--- src/hw/pll_cfg_pkg.sv ---
package pll_cfg_pkg;

    // ************************************************************
    // Register byte addresses of the feedback and loop bank.
    // ************************************************************
    localparam logic [15:0] ADDR_RATIO0_HIGH = 16'h004A;
    localparam logic [15:0] ADDR_RATIO0_MID = 16'h004B;
    localparam logic [15:0] ADDR_RATIO0_LOW = 16'h004C;
    localparam logic [15:0] ADDR_RATIO1_HIGH = 16'h004D;
    localparam logic [15:0] ADDR_RATIO1_MID = 16'h004E;
    localparam logic [15:0] ADDR_RATIO1_LOW = 16'h004F;
    localparam logic [15:0] ADDR_BANDWIDTH = 16'h0056;
    localparam logic [15:0] ADDR_DAMP_GAIN = 16'h0057;
    localparam logic [15:0] ADDR_ONES_FIRST = 16'h005E;
    localparam logic [15:0] ADDR_ONES_LAST = 16'h0061;
    localparam logic [15:0] ADDR_SLEW_HOLD = 16'h0062;
    localparam logic [15:0] ADDR_LOCK_THRESH = 16'h0063;
    localparam logic [15:0] ADDR_MOD_INT_HIGH = 16'h0064;
    localparam logic [15:0] ADDR_MOD_INT_LOW = 16'h0065;
    localparam logic [15:0] ADDR_MOD_FRAC_HIGH = 16'h0066;
    localparam logic [15:0] ADDR_MOD_FRAC_MID = 16'h0067;
    localparam logic [15:0] ADDR_MOD_FRAC_LOW = 16'h0068;
    localparam logic [15:0] ADDR_FIXED_ONE = 16'h006A;
    localparam logic [15:0] ADDR_DITHER = 16'h006D;

    // ************************************************************
    // Fixed read values of locations that hold no storage.
    // ************************************************************
    localparam logic [7:0] READ_ONES = 8'hFF;
    localparam logic [7:0] READ_FIXED_ONE = 8'h01;
    localparam logic [7:0] READ_RESERVED = 8'h00;

    // ************************************************************
    // Writable bit masks; reserved positions are kept at zero.
    // ************************************************************
    localparam logic [7:0] MASK_SLEW_HOLD = 8'hDB;
    localparam logic [7:0] MASK_MOD_INT_HIGH = 8'h01;
    localparam logic [7:0] MASK_MOD_FRAC_HIGH = 8'h1F;
    localparam logic [7:0] MASK_DITHER = 8'hF7;

    // ************************************************************
    // Field positions.
    // ************************************************************
    localparam int BW_LOCKED_LSB = 4;
    localparam int BW_ACQUIRE_LSB = 0;
    localparam int DAMP_LOCKED_LSB = 5;
    localparam int DAMP_ACQUIRE_LSB = 2;
    localparam int GAIN_LSB = 0;
    localparam int SLEW_LSB = 6;
    localparam int HOLD_LSB = 3;
    localparam int HOLD_AVG_BIT = 1;
    localparam int FAST_LOCK_BIT = 0;
    localparam int MOD_ORDER_LSB = 6;
    localparam int OSC_MULT_LSB = 4;
    localparam int DITHER_LSB = 0;

    // ************************************************************
    // Reset values.
    // ************************************************************
    localparam logic [23:0] RESET_RATIO = 24'h070000;
    localparam logic [7:0] RESET_BANDWIDTH = 8'h77;
    localparam logic [7:0] RESET_DAMP_GAIN = 8'h6D;
    localparam logic [7:0] RESET_OTHER = 8'h00;

    // ************************************************************
    // Legal code ranges of bandwidth and damping.
    // ************************************************************
    localparam logic [3:0] BW_CODE_MIN = 4'h3;
    localparam logic [3:0] BW_CODE_MAX = 4'hB;
    localparam logic [2:0] DAMP_CODE_MIN = 3'h1;
    localparam logic [2:0] DAMP_CODE_MAX = 3'h5;

    // A byte access from the serial management port engine.
    typedef struct packed {
        logic wr;
        logic rd;
        logic [15:0] addr;
        logic [7:0] wdata;
    } reg_req_s;

    // The loop settings that the filter applies at one moment.
    typedef struct packed {
        logic [3:0] bw_code;
        logic [2:0] damp_code;
        logic [1:0] gain_code;
    } loop_set_s;

    // True when a code lies inside an inclusive legal range.
    function automatic logic code_in_range(input logic [3:0] code,
                                           input logic [3:0] lo,
                                           input logic [3:0] hi);
        code_in_range = (code >= lo) && (code <= hi);
    endfunction : code_in_range

endpackage : pll_cfg_pkg

--- src/hw/loop_mode_select.sv ---
`timescale 1ns/1ps
module loop_mode_select
    import pll_cfg_pkg::*;
(
    input wire logic fast_lock_enable,
    input wire logic phase_locked,
    input wire logic [3:0] locked_bandwidth_code,
    input wire logic [3:0] acquire_bandwidth_code,
    input wire logic [2:0] locked_damping_code,
    input wire logic [2:0] acquire_damping_code,
    output logic [3:0] bw_code,
    output logic [2:0] damp_code,
    output logic use_acquire
);

    // ************************************************************
    // Choice between locked and acquisition settings.
    // ************************************************************

    // Acquisition settings apply only with fast lock on and no phase lock.
    always_comb begin
        use_acquire = fast_lock_enable && !phase_locked;
        if (use_acquire) begin
            bw_code = acquire_bandwidth_code;
            damp_code = acquire_damping_code;
        end else begin
            bw_code = locked_bandwidth_code;
            damp_code = locked_damping_code;
        end
    end

endmodule : loop_mode_select

--- src/hw/loop_code_decode.sv ---
`timescale 1ns/1ps
module loop_code_decode
    import pll_cfg_pkg::*;
(
    input wire loop_set_s settings,
    output logic [3:0] bw_shift,
    output logic bw_reserved,
    output logic [4:0] damp_factor,
    output logic damp_reserved,
    output logic [2:0] gain_halves
);

    // ************************************************************
    // Decoding of the applied codes into filter quantities.
    // ************************************************************

    // Bandwidth is 1.40625 Hz shifted left by this count; reserved codes give zero.
    always_comb begin
        bw_reserved = !code_in_range(settings.bw_code, BW_CODE_MIN, BW_CODE_MAX);
        if (bw_reserved) begin
            bw_shift = 4'h0;
        end else begin
            bw_shift = settings.bw_code - BW_CODE_MIN;
        end
    end

    // Damping factor as a whole number; a reserved code yields zero.
    always_comb begin
        damp_reserved = !code_in_range({1'b0, settings.damp_code},
                                       {1'b0, DAMP_CODE_MIN},
                                       {1'b0, DAMP_CODE_MAX});
        case (settings.damp_code)
            3'h1: damp_factor = 5'h01;
            3'h2: damp_factor = 5'h02;
            3'h3: damp_factor = 5'h05;
            3'h4: damp_factor = 5'h0A;
            3'h5: damp_factor = 5'h14;
            default: damp_factor = 5'h00;
        endcase
    end

    // Filter gain counted in halves, so 0.5 to 2 become 1 to 4.
    always_comb begin
        gain_halves = {1'b0, settings.gain_code} + 3'h1;
    end

endmodule : loop_code_decode

--- src/hw/pll_feedback_loop_config.sv ---
// How it works
// - Reference 0 uses its own 24-bit feedback ratio.
// - Reference 1 uses its separate 24-bit feedback ratio.
// - Locked bandwidth code doubles per step, 0011-1011.
// - Acquisition bandwidth code, same encoding, resets 0111.
// - Locked damping code maps to 1,2,5,10,20.
// - Acquisition damping code, same encoding, resets 011.
// - Gain code scales filter by 0.5 to 2.
// - Fast lock off means locked settings always.
`timescale 1ns/1ps
module pll_feedback_loop_config
    import pll_cfg_pkg::*;
(
    input wire logic clk,
    input wire logic nrst,
    input wire reg_req_s req,
    input wire logic ref_select,
    input wire logic phase_locked,
    output logic [7:0] rd_data_reg,
    output logic rd_valid_reg,
    output logic [23:0] feedback_ratio_reg,
    output loop_set_s loop_set_reg,
    output logic use_acquire_reg,
    output logic [3:0] bw_shift_reg,
    output logic [4:0] damp_factor_reg,
    output logic [2:0] gain_halves_reg,
    output logic code_reserved_reg,
    output logic [1:0] phase_slope_limit,
    output logic [1:0] holdover_method,
    output logic holdover_averaging,
    output logic fast_lock_enable,
    output logic [7:0] lock_threshold_value,
    output logic [8:0] modulator_integer_part,
    output logic [20:0] modulator_fraction_part,
    output logic [1:0] modulator_order,
    output logic [1:0] oscillator_error_multiplier,
    output logic [2:0] dither_gain_code
);

    // ************************************************************
    // Storage of the bank.
    // ************************************************************
    logic [23:0] ratio0_reg; // Feedback ratio for reference 0.
    logic [23:0] ratio0_next;
    logic [23:0] ratio1_reg; // Feedback ratio for reference 1.
    logic [23:0] ratio1_next;
    logic [7:0] bandwidth_reg; // Locked and acquisition bandwidth codes.
    logic [7:0] bandwidth_next;
    logic [7:0] damp_gain_reg; // Damping codes and filter gain code.
    logic [7:0] damp_gain_next;
    logic [7:0] slew_hold_reg; // Slope limit, holdover and fast lock.
    logic [7:0] slew_hold_next;
    logic [7:0] lock_thresh_reg; // Lock detector threshold.
    logic [7:0] lock_thresh_next;
    logic [8:0] mod_int_reg; // Modulator integer part.
    logic [8:0] mod_int_next;
    logic [20:0] mod_frac_reg; // Modulator fractional part.
    logic [20:0] mod_frac_next;
    logic [7:0] dither_reg; // Modulator order, multiplier and dither.
    logic [7:0] dither_next;

    // ************************************************************
    // Read path and applied-setting pipeline.
    // ************************************************************
    logic [7:0] rd_data_next; // Byte returned one cycle after a read.
    logic rd_valid_next; // Marks the returned byte.
    logic [23:0] feedback_ratio_next; // Ratio for the tracked reference.
    loop_set_s loop_set_next; // Codes the loop filter should use.
    logic use_acquire_next;
    logic [3:0] bw_shift_next;
    logic [4:0] damp_factor_next;
    logic [2:0] gain_halves_next;
    logic code_reserved_next;

    // ************************************************************
    // Wires from the two helper blocks.
    // ************************************************************
    logic [3:0] sel_bw_code;
    logic [2:0] sel_damp_code;
    logic sel_use_acquire;
    loop_set_s sel_set;
    logic [3:0] dec_bw_shift;
    logic dec_bw_reserved;
    logic [4:0] dec_damp_factor;
    logic dec_damp_reserved;
    logic [2:0] dec_gain_halves;

    // ************************************************************
    // Register writes.
    // ************************************************************

    // One byte is written per strobe; reserved positions are masked so they
    // always read back as zero even if software disobeys the write-zero advice.
    always_comb begin
        ratio0_next = ratio0_reg;
        ratio1_next = ratio1_reg;
        bandwidth_next = bandwidth_reg;
        damp_gain_next = damp_gain_reg;
        slew_hold_next = slew_hold_reg;
        lock_thresh_next = lock_thresh_reg;
        mod_int_next = mod_int_reg;
        mod_frac_next = mod_frac_reg;
        dither_next = dither_reg;
        if (req.wr) begin
            if (req.addr == ADDR_RATIO0_HIGH) begin
                ratio0_next[23:16] = req.wdata;
            end else if (req.addr == ADDR_RATIO0_MID) begin
                ratio0_next[15:8] = req.wdata;
            end else if (req.addr == ADDR_RATIO0_LOW) begin
                ratio0_next[7:0] = req.wdata;
            end else if (req.addr == ADDR_RATIO1_HIGH) begin
                ratio1_next[23:16] = req.wdata;
            end else if (req.addr == ADDR_RATIO1_MID) begin
                ratio1_next[15:8] = req.wdata;
            end else if (req.addr == ADDR_RATIO1_LOW) begin
                ratio1_next[7:0] = req.wdata;
            end else if (req.addr == ADDR_BANDWIDTH) begin
                bandwidth_next = req.wdata;
            end else if (req.addr == ADDR_DAMP_GAIN) begin
                damp_gain_next = req.wdata;
            end else if (req.addr == ADDR_SLEW_HOLD) begin
                slew_hold_next = req.wdata & MASK_SLEW_HOLD;
            end else if (req.addr == ADDR_LOCK_THRESH) begin
                lock_thresh_next = req.wdata;
            end else if (req.addr == ADDR_MOD_INT_HIGH) begin
                mod_int_next[8] = req.wdata[0];
            end else if (req.addr == ADDR_MOD_INT_LOW) begin
                mod_int_next[7:0] = req.wdata;
            end else if (req.addr == ADDR_MOD_FRAC_HIGH) begin
                mod_frac_next[20:16] = req.wdata[4:0];
            end else if (req.addr == ADDR_MOD_FRAC_MID) begin
                mod_frac_next[15:8] = req.wdata;
            end else if (req.addr == ADDR_MOD_FRAC_LOW) begin
                mod_frac_next[7:0] = req.wdata;
            end else if (req.addr == ADDR_DITHER) begin
                dither_next = req.wdata & MASK_DITHER;
            end
        end
    end

    // Storage flip-flops take their documented defaults at reset.
    always_ff @(posedge clk or negedge nrst) begin
        if (!nrst) begin
            ratio0_reg <= RESET_RATIO;
            ratio1_reg <= RESET_RATIO;
            bandwidth_reg <= RESET_BANDWIDTH;
            damp_gain_reg <= RESET_DAMP_GAIN;
            slew_hold_reg <= RESET_OTHER;
            lock_thresh_reg <= RESET_OTHER;
            mod_int_reg <= 9'h000;
            mod_frac_reg <= 21'h000000;
            dither_reg <= RESET_OTHER;
        end else begin
            ratio0_reg <= ratio0_next;
            ratio1_reg <= ratio1_next;
            bandwidth_reg <= bandwidth_next;
            damp_gain_reg <= damp_gain_next;
            slew_hold_reg <= slew_hold_next;
            lock_thresh_reg <= lock_thresh_next;
            mod_int_reg <= mod_int_next;
            mod_frac_reg <= mod_frac_next;
            dither_reg <= dither_next;
        end
    end

    // ************************************************************
    // Field outputs taken straight from storage.
    // ************************************************************
    assign phase_slope_limit = slew_hold_reg[SLEW_LSB +: 2];
    assign holdover_method = slew_hold_reg[HOLD_LSB +: 2];
    assign holdover_averaging = slew_hold_reg[HOLD_AVG_BIT];
    assign fast_lock_enable = slew_hold_reg[FAST_LOCK_BIT];
    assign lock_threshold_value = lock_thresh_reg;
    assign modulator_integer_part = mod_int_reg;
    assign modulator_fraction_part = mod_frac_reg;
    assign modulator_order = dither_reg[MOD_ORDER_LSB +: 2];
    assign oscillator_error_multiplier = dither_reg[OSC_MULT_LSB +: 2];
    assign dither_gain_code = dither_reg[DITHER_LSB +: 3];

    // ************************************************************
    // Selection and decoding of the applied loop settings.
    // ************************************************************
    loop_mode_select u_mode_select (
        .fast_lock_enable(slew_hold_reg[FAST_LOCK_BIT]),
        .phase_locked(phase_locked),
        .locked_bandwidth_code(bandwidth_reg[BW_LOCKED_LSB +: 4]),
        .acquire_bandwidth_code(bandwidth_reg[BW_ACQUIRE_LSB +: 4]),
        .locked_damping_code(damp_gain_reg[DAMP_LOCKED_LSB +: 3]),
        .acquire_damping_code(damp_gain_reg[DAMP_ACQUIRE_LSB +: 3]),
        .bw_code(sel_bw_code),
        .damp_code(sel_damp_code),
        .use_acquire(sel_use_acquire)
    );

    // The gain code is shared by both loop states.
    assign sel_set = '{bw_code: sel_bw_code, damp_code: sel_damp_code,
                       gain_code: damp_gain_reg[GAIN_LSB +: 2]};

    loop_code_decode u_code_decode (
        .settings(sel_set),
        .bw_shift(dec_bw_shift),
        .bw_reserved(dec_bw_reserved),
        .damp_factor(dec_damp_factor),
        .damp_reserved(dec_damp_reserved),
        .gain_halves(dec_gain_halves)
    );

    // ************************************************************
    // Read decode and applied-setting next values.
    // ************************************************************

    // Read data is registered so every output leaves a flip-flop; holes in the
    // map answer zero, and the fixed locations answer their constant bytes.
    always_comb begin
        rd_valid_next = req.rd;
        rd_data_next = rd_data_reg;
        if (req.rd) begin
            if (req.addr == ADDR_RATIO0_HIGH) begin
                rd_data_next = ratio0_reg[23:16];
            end else if (req.addr == ADDR_RATIO0_MID) begin
                rd_data_next = ratio0_reg[15:8];
            end else if (req.addr == ADDR_RATIO0_LOW) begin
                rd_data_next = ratio0_reg[7:0];
            end else if (req.addr == ADDR_RATIO1_HIGH) begin
                rd_data_next = ratio1_reg[23:16];
            end else if (req.addr == ADDR_RATIO1_MID) begin
                rd_data_next = ratio1_reg[15:8];
            end else if (req.addr == ADDR_RATIO1_LOW) begin
                rd_data_next = ratio1_reg[7:0];
            end else if (req.addr == ADDR_BANDWIDTH) begin
                rd_data_next = bandwidth_reg;
            end else if (req.addr == ADDR_DAMP_GAIN) begin
                rd_data_next = damp_gain_reg;
            end else if (req.addr >= ADDR_ONES_FIRST && req.addr <= ADDR_ONES_LAST) begin
                rd_data_next = READ_ONES;
            end else if (req.addr == ADDR_SLEW_HOLD) begin
                rd_data_next = slew_hold_reg;
            end else if (req.addr == ADDR_LOCK_THRESH) begin
                rd_data_next = lock_thresh_reg;
            end else if (req.addr == ADDR_MOD_INT_HIGH) begin
                rd_data_next = {7'h00, mod_int_reg[8]};
            end else if (req.addr == ADDR_MOD_INT_LOW) begin
                rd_data_next = mod_int_reg[7:0];
            end else if (req.addr == ADDR_MOD_FRAC_HIGH) begin
                rd_data_next = {3'h0, mod_frac_reg[20:16]};
            end else if (req.addr == ADDR_MOD_FRAC_MID) begin
                rd_data_next = mod_frac_reg[15:8];
            end else if (req.addr == ADDR_MOD_FRAC_LOW) begin
                rd_data_next = mod_frac_reg[7:0];
            end else if (req.addr == ADDR_FIXED_ONE) begin
                rd_data_next = READ_FIXED_ONE;
            end else if (req.addr == ADDR_DITHER) begin
                rd_data_next = dither_reg;
            end else begin
                rd_data_next = READ_RESERVED;
            end
        end
    end

    // The applied settings follow the stored ones one cycle later; a
    // multi-byte ratio is assembled byte by byte, so software should
    // change it only while the reference is not being tracked.
    always_comb begin
        if (ref_select) begin
            feedback_ratio_next = ratio1_reg;
        end else begin
            feedback_ratio_next = ratio0_reg;
        end
        loop_set_next = sel_set;
        use_acquire_next = sel_use_acquire;
        bw_shift_next = dec_bw_shift;
        damp_factor_next = dec_damp_factor;
        gain_halves_next = dec_gain_halves;
        code_reserved_next = dec_bw_reserved || dec_damp_reserved;
    end

    // Output flip-flops; reset values match the decode of the reset codes.
    always_ff @(posedge clk or negedge nrst) begin
        if (!nrst) begin
            rd_data_reg <= 8'h00;
            rd_valid_reg <= 1'b0;
            feedback_ratio_reg <= RESET_RATIO;
            loop_set_reg <= '{bw_code: 4'h7, damp_code: 3'h3, gain_code: 2'h1};
            use_acquire_reg <= 1'b0;
            bw_shift_reg <= 4'h4;
            damp_factor_reg <= 5'h05;
            gain_halves_reg <= 3'h2;
            code_reserved_reg <= 1'b0;
        end else begin
            rd_data_reg <= rd_data_next;
            rd_valid_reg <= rd_valid_next;
            feedback_ratio_reg <= feedback_ratio_next;
            loop_set_reg <= loop_set_next;
            use_acquire_reg <= use_acquire_next;
            bw_shift_reg <= bw_shift_next;
            damp_factor_reg <= damp_factor_next;
            gain_halves_reg <= gain_halves_next;
            code_reserved_reg <= code_reserved_next;
        end
    end

endmodule : pll_feedback_loop_config

--- config.mk ---
export PLATFORM = sky130hd
export DESIGN_NAME = pll_feedback_loop_config
export DESIGN_NICKNAME = d
export VERILOG_FILES = /design/src/hw/pll_cfg_pkg.sv /design/src/hw/loop_mode_select.sv /design/src/hw/loop_code_decode.sv /design/src/hw/pll_feedback_loop_config.sv
export SDC_FILE = /design/constraint.sdc
export NUM_CORES = 1
export LEC_CHECK = 0
export ABC_CLOCK_PERIOD_IN_PS = 2960
export BUFFER_PORTS_ARGS = -buffer_cell sky130_fd_sc_hd__buf_4
export CAP_MARGIN = 20
export CELL_PAD_IN_SITES_DETAIL_PLACEMENT = 0
export CELL_PAD_IN_SITES_GLOBAL_PLACEMENT = 1
export CORE_MARGIN = 2
export CORE_UTILIZATION = 50
export CTS_BUF_LIST = sky130_fd_sc_hd__clkbuf_2
export CTS_CLUSTER_SIZE = 8
export DETAILED_ROUTE_END_ITERATION = 16
export HOLD_SLACK_MARGIN = 0.02
export PLACE_DENSITY = 0.87
export SETUP_SLACK_MARGIN = 0.1
export SLEW_MARGIN = 30
export SYNTH_ARGS = -nofsm -noshare
export SYNTH_HDL_FRONTEND = slang
export SYNTH_SLANG_ARGS = --single-unit
--- constraint.sdc ---
create_clock -name clk -period 2.96 [get_ports clk]
set_input_delay 0.148 -clock clk [delete_from_list [all_inputs] [get_ports clk]]
set_output_delay 0.148 -clock clk [all_outputs]
set_load 0.1 [all_outputs]
## Yosys cells after proc, flatten, opt, wreduce, memory -nomap -nowiden

Index checks and enable logic that the tools add are counted.

- Multiply operators: 0
- Reductions and logical operators: 24
- Div/mod/pow operators: 0
- Bitwise operators: 15
- Shift-type cells: 0
- Add/sub/neg operators: 2
- Muxes and demuxes: 23
- $lt $le $gt $ge: 6
- Equality and inequality tests: 22

Operators by type and width:

| kind | number |
|---|---|
| 16-bit by 7-bit equality test with 1-bit output, second input constant | 17 |
| 8-bit 2-to-1 mux | 18 |
| 5-bit one-hot mux with 5 select lines | 1 |
| 24-bit 2-to-1 mux | 1 |
| 17-bit AND reduction | 1 |
| 16-bit by 7-bit greater-or-equal comparator with 1-bit output, second input constant | 1 |
| 16-bit by 7-bit <= comparator with 1-bit output, second input constant | 1 |
| 16-bit AND reduction | 1 |
| 1-bit inverter | 15 |
| 15-bit AND reduction | 1 |
| 14-bit AND reduction | 1 |
| 13-bit AND reduction | 1 |
| 12-bit AND reduction | 1 |
| 11-bit AND reduction | 1 |
| 10-bit AND reduction | 1 |
| 9-bit AND reduction | 1 |
| 4-bit 2-to-1 mux | 2 |
| 8-bit AND reduction | 1 |
| 7-bit AND reduction | 1 |
| 3-bit by 2-bit equality test with 1-bit output, second input constant | 2 |
| 3-bit equality test, second input constant | 2 |
| 6-bit AND reduction | 1 |
| 5-bit AND reduction | 1 |
| 4-bit by 2-bit greater-or-equal comparator with 1-bit output, second input constant | 1 |
| 13 further kinds | 18 |

- Bits in registers: 171
- Latch bits: 0
- Word-level logic and storage cells: 119
- Bits of input ports: 30
- Bits in writable memories: 0
- Memories: 0
- ROM bits: 0
- Output and inout bits: 107

## Longest topological paths before layout

- Depth in word-level cells: 19
- Depth in mapped cells: 10
- Depth with buffers taken out: 7

## Cells and area by module

Synthesis repeated with hierarchy kept, for this count alone.

- Cells, all modules: 664
- Area total of the unflattened synthesis: 8216.6 um2

Modules (own cells, without submodules):

| module | area an instance (um2) | cells an instance | times used | seq. area each (um2) |
|---|---|---|---|---|
| pll_feedback_loop_config | 7892.6 | 624 | 1 | 4316.6 |
| loop_code_decode | 190.2 | 30 | 1 | 0.0 |
| loop_mode_select | 133.9 | 10 | 1 | 0.0 |

## Worst setup path after synthesis

No wires, ideal clock.

- Path kind: register to register
- From: reg slew_hold_reg[0]
- To: reg bw_shift_reg[0]
- Arrival time: 2.465 ns
- Setup time: 0.119 ns
- Period minus slack after synthesis: 2.584 ns
- Path buffers: 1
- Stages on the path, launching flop included: 8
- Path slack: 0.376 ns
- Data required time: 2.841 ns
- Path through: dfrtp_1 -> nor2b_1 -> clkbuf_1 -> mux2_2 -> ha_1 -> nor3_1 -> a21oi_1 -> and2_1

- Cells in the longest elaborated chain, start to end: 5
- Elaborated cells on any way between the ends: 7
- Classes of those cells: add/sub (1); order compare (2); mux (2); reduce/logical (2)

Ends and longest elaborated chain:

| element | line | source |
|---|---|---|
| from (decl) | pll_feedback_loop_config.sv:51 | `logic [7:0] slew_hold_reg;` |
| from (signal assigned) | pll_feedback_loop_config.sv:158 | `slew_hold_reg <= slew_hold_next;` |
| 1-bit logical AND (*) | loop_mode_select.sv:22 | `use_acquire = fast_lock_enable && !phase_locked;` |
| via sel_use_acquire | pll_feedback_loop_config.sv:80 | `logic sel_use_acquire;` |
| 4-bit 2-to-1 mux (*) | loop_mode_select.sv:23 | `if (use_acquire) begin` |
| via sel_bw_code[1] | pll_feedback_loop_config.sv:78 | `logic [3:0] sel_bw_code;` |
| 4-bit by 2-bit greater-or-equal comparator with 1-bit output / 4-bit <= comparator (equally long branches) | pll_cfg_pkg.sv:92 | `code_in_range = (code >= lo) && (code <= hi);` |
| 1-bit logical AND (*) | pll_cfg_pkg.sv:92 |  |
| 4-bit 2-to-1 mux (*) | loop_code_decode.sv:20 | `if (bw_reserved) begin` |
| via bw_shift_next[0] | pll_feedback_loop_config.sv:70 | `logic [3:0] bw_shift_next;` |
| to (signal assigned) | pll_feedback_loop_config.sv:295 | `bw_shift_reg <= bw_shift_next;` |
| to (decl) | pll_feedback_loop_config.sv:24 | `output logic [3:0] bw_shift_reg,` |

Mark *: on every way through the listed nets, which the timed path passes. The rest lies on a longest branch.
A chain may end at the register's enable or synchronous reset.

## Worst setup path in the final report

- From: in req[9] in the netlist's numbering
- To: reg rd_data_reg[0]

- Cells in the longest elaborated chain, start to end: 19
- Elaborated cells on any way between the ends: 38
- Classes of those cells: order compare (2); eq/ne (17); mux (18); reduce/logical (1)

Ends and longest elaborated chain:

| element | line | source |
|---|---|---|
| from (decl) | pll_feedback_loop_config.sv:16 | `input wire reg_req_s req,` |
| 16-bit by 7-bit equality test with 1-bit output | pll_feedback_loop_config.sv:252 | `end else if (req.addr == ADDR_DITHER) begin` |
| 8-bit 2-to-1 mux | pll_feedback_loop_config.sv:252 |  |
| 8-bit 2-to-1 mux | pll_feedback_loop_config.sv:250 | `end else if (req.addr == ADDR_FIXED_ONE) begin` |
| 8-bit 2-to-1 mux | pll_feedback_loop_config.sv:248 | `end else if (req.addr == ADDR_MOD_FRAC_LOW) begin` |
| 8-bit 2-to-1 mux | pll_feedback_loop_config.sv:246 | `end else if (req.addr == ADDR_MOD_FRAC_MID) begin` |
| 8-bit 2-to-1 mux | pll_feedback_loop_config.sv:244 | `end else if (req.addr == ADDR_MOD_FRAC_HIGH) begin` |
| 8-bit 2-to-1 mux | pll_feedback_loop_config.sv:242 | `end else if (req.addr == ADDR_MOD_INT_LOW) begin` |
| 8-bit 2-to-1 mux | pll_feedback_loop_config.sv:240 | `end else if (req.addr == ADDR_MOD_INT_HIGH) begin` |
| [3 not listed] | n/a |  |
| 8-bit 2-to-1 mux | pll_feedback_loop_config.sv:232 | `end else if (req.addr == ADDR_DAMP_GAIN) begin` |
| 8-bit 2-to-1 mux | pll_feedback_loop_config.sv:230 | `end else if (req.addr == ADDR_BANDWIDTH) begin` |
| 8-bit 2-to-1 mux | pll_feedback_loop_config.sv:228 | `end else if (req.addr == ADDR_RATIO1_LOW) begin` |
| 8-bit 2-to-1 mux | pll_feedback_loop_config.sv:226 | `end else if (req.addr == ADDR_RATIO1_MID) begin` |
| 8-bit 2-to-1 mux | pll_feedback_loop_config.sv:224 | `end else if (req.addr == ADDR_RATIO1_HIGH) begin` |
| 8-bit 2-to-1 mux | pll_feedback_loop_config.sv:222 | `end else if (req.addr == ADDR_RATIO0_LOW) begin` |
| 8-bit 2-to-1 mux | pll_feedback_loop_config.sv:220 | `end else if (req.addr == ADDR_RATIO0_MID) begin` |
| 8-bit 2-to-1 mux (*) | pll_feedback_loop_config.sv:218 | `if (req.addr == ADDR_RATIO0_HIGH) begin` |
| to (signal assigned) | pll_feedback_loop_config.sv:290 | `rd_data_reg <= rd_data_next;` |
| to (decl) | pll_feedback_loop_config.sv:19 | `output logic [7:0] rd_data_reg,` |

Every way passes the cells marked *; elsewhere a longest branch is shown, timed or not.

==> results.cfg <==
[timing]
min_period_ns = 2.698
fin_crit_sh = 0.9116
fmax_ghz = 0.3706
worstMarginPinSlew_ns = 0.9449
setup_violations = 0
fin_skew_ns = 0.03133
rsz0062_at_grt = false
finalHoldViolations = 0
tns_ns = 0
maxSlewHeadroom = 0.3688
final_max_slew_viol_count = 0

[cts]
cts_tree = yes
cts.sinks = 171
numCtsBuffers = 17
htree_num_levels = 4
clk_pin_slew_worst_paths_ns = 0.23
cts_root_buf = clkbuf_2
ctsLongestPathBuffers = 2
clk_latency_ns = 0.79
postCtsSetupRepairBufs = 0

[power]
swShare = 0.2769
clkPwrFrac = 0.327
p_comb_frac = 0.074
p_seq_frac = 0.599
p_int_mw = 2.841
fin_total_pwr_mw = 3.929
power-per-cell-area_nw_per_um2 = 396.9
p_sw_mw = 1.088
ir_worst_vdd_uv = 314.1
p_leak_nw = 4.825

[flow_run]
maxCapViolations = 0

[worst_setup_path]
cpPeakStageDelay_ns = 0.80
crit_slowest_cell = a2111oi_0
endpoint_kind = flop
crit_required_ns = 3.63
crit_buf_inv = 2
crit_arrival_ns = 3.37
cp_max_fo = 17
crit_type = input pin to flop
startpoint_type = input pin
crit_chain = dlygate4sd3_1 -> buf_4 -> nor4bb_1 -> a22oi_1 -> nor2_1 -> a221oi_1 -> a2111oi_0 -> o21ai_1
path_delay_family = compound AO/OA/AOI/OAI gates

[yosys]
ys_ff_latch = 171
synth_nets = 665
yosysTopAreaCell = dfrtp_1
ys_seq_area_frac = 0.5368
synth_most_common_cell = dfrtp_1
syn_area_sq_um = 8041
synth_common_cells = dfrtp_1, mux2_2, dfstp_2
synthCells = 631
async_reset_ff_frac = 1.000
synth_top_cell_area_share = 0.4388
ys.flop_type = dfrtp_1
syn_avg_cell_area_sq_um = 12.74
synth.area.top_cells = dfrtp_1, mux2_2, dfstp_2
ys_types = 69
yosys_warnings = 0
synth_edf_count = 0

[detailed_routing]
first_pass_iters = 5
route.final.wire_length_um = 25990
drtIter0Drc = 551
viasPerCell = 6.048
detail_route.wl_per_cell_um = 25.11
drc = 0
vias = 6260
antenna_left = 0

[placement]
hpwl_um = 19070
gp_congestion = 0.9629
port_buffers = 136
place_area_sq_um = 9459

[layout]
fin_area_sq_um = 9898
final_core_util = 0.6254
area_delta_synth_final_pct = 23.09
drive_gt1_frac = 0.4841
layout.nets = 839

[die]
chipHeight_um = 130.8
start_util = 0.5081
pin_count = 137
dieArea_sq_um = 17110
die_w_um = 130.8
fp.coreArea_sq_um = 15830
num_rows = 46

[outcome]
outcome = completed

[grt]
grt_max_degree = 65
grt_pass1_vias = 6191
grt_overflow = 0
grt_pass1_wl_um = 38700
track_usage = 0.3153
antenna_found_initial = 1

[worst_hold_path]
holdCritPathClass = input pin to flop
kinds of logic after synthesis:
group,after synthesis,share of synthesized area
AO/OA/AOI/OAI,103,0.08900
XOR/XNOR,1,0.001089
adder cells (fa/ha/maj),4,0.006224
buffers and inverters,46,0.02707
flip-flops,171,0.5368
multiplexers,146,0.2107
AND/OR/NAND/NOR,160,0.1291
layout by cell type, fill, tap and decap left out, drive strengths merged, types with 3 or more instances in the layout:
| master | n |
|---|---|
| buf | 173 |
| dfrtp | 141 |
| mux2 | 141 |
| dfstp | 30 |
| nor2 | 29 |
| nand2 | 24 |
| nor3 | 22 |
| a21oi | 19 |
| o21ai | 18 |
| clkbuf | 17 |
| a221oi | 16 |
| dlygate4sd3 | 16 |
| inv | 16 |
| nand3 | 15 |
| a22oi | 15 |
| nor4 | 15 |
| nand4 | 10 |
| clkinv | 8 |
| nand2b | 6 |
| o22ai | 6 |
| and2 | 6 |
| mux2i | 5 |
| and3 | 5 |
| nor2b | 4 |
| or4bb | 4 |
| ha | 4 |
| or3 | 3 |
| o211ai | 3 |
| o21a | 3 |
| a31oi | 3 |
| a221o | 3 |
metrics by stage:
stage | hold slack (ns) | instances | setup WS, ns
after detailed placement | 0.2376 | 985 | 0.03396
after global placement | 0.2292 | 985 | -0.08724
after floorplan | -0.1476 | 631 | 0.3763
after CTS | 0.04985 | 1034 | 0.4800
after global routing | 0.02348 | 1035 | 0.3737
final | 0.1106 | 1035 | 0.2618
path summary, 6_finish.rpt:
path                                  start                     end  slack [ns]  cells after the start
max reg2reg                slew_hold_reg[0]         bw_shift_reg[1]        0.95                      7
min                                 req[24]            rd_valid_reg        0.11                      2
max in group asynchronous              nrst  feedback_ratio_reg[16]        2.04                      4
min in group asynchronous              nrst  feedback_ratio_reg[17]        0.52                      3
min reg2reg                damp_gain_reg[0]         loop_set_reg[0]        0.40                      0
max                                  req[9]          rd_data_reg[0]        0.26                      8
timing repair:
item / 4_1_cts / 5_1_grt
hold buffers: 17 / 0
hold endpoints to repair: 315 / 0
gates resized for setup: 0 / 0
layout make-up:
cell class              instances  area (sq um)
diodes                          1         2.502
flip-flops and latches        171          4317
repair buffers                189          1508
clock inverters                15         163.9
well taps                     216         270.3
inverters                      12         45.04
multi-input cells             414          3507
clock buffers                  17         85.08
fillers                      1283          5929
power groups by stage:
stage | clock, mW | sequential (mW) | combinational, mW
global route | 1.40 | 2.35 | 0.312
CTS | 1.31 | 2.35 | 0.292
floorplan | 0 | 2.43 | 0.0873
global placement | 0 | 2.39 | 0.266
detailed placement | 0 | 2.39 | 0.268
finish | 1.28 | 2.35 | 0.292
worst register-to-register path, stage by stage, from the launching register on:
cell and delay (ns):
dfrtp_1 0.47, nor2b_1 0.15, buf_4 0.19, mux2_2 0.40, ha_1 0.24, nor3_1 0.21, a21oi_1 0.09, and2_1 0.17
metal layers:
layer | global-route usage | up-vias | routed length, um
li1 | - | 2715 | -
met1 | 0.4613 | 3230 | 11770
met2 | 0.4715 | 278 | 11770
met3 | 0.06759 | 37 | 1861
met4 | 0.1008 | 0 | 583
met5 | 0 | - | 0
Note: power is estimated with default switching activity, not from simulation.
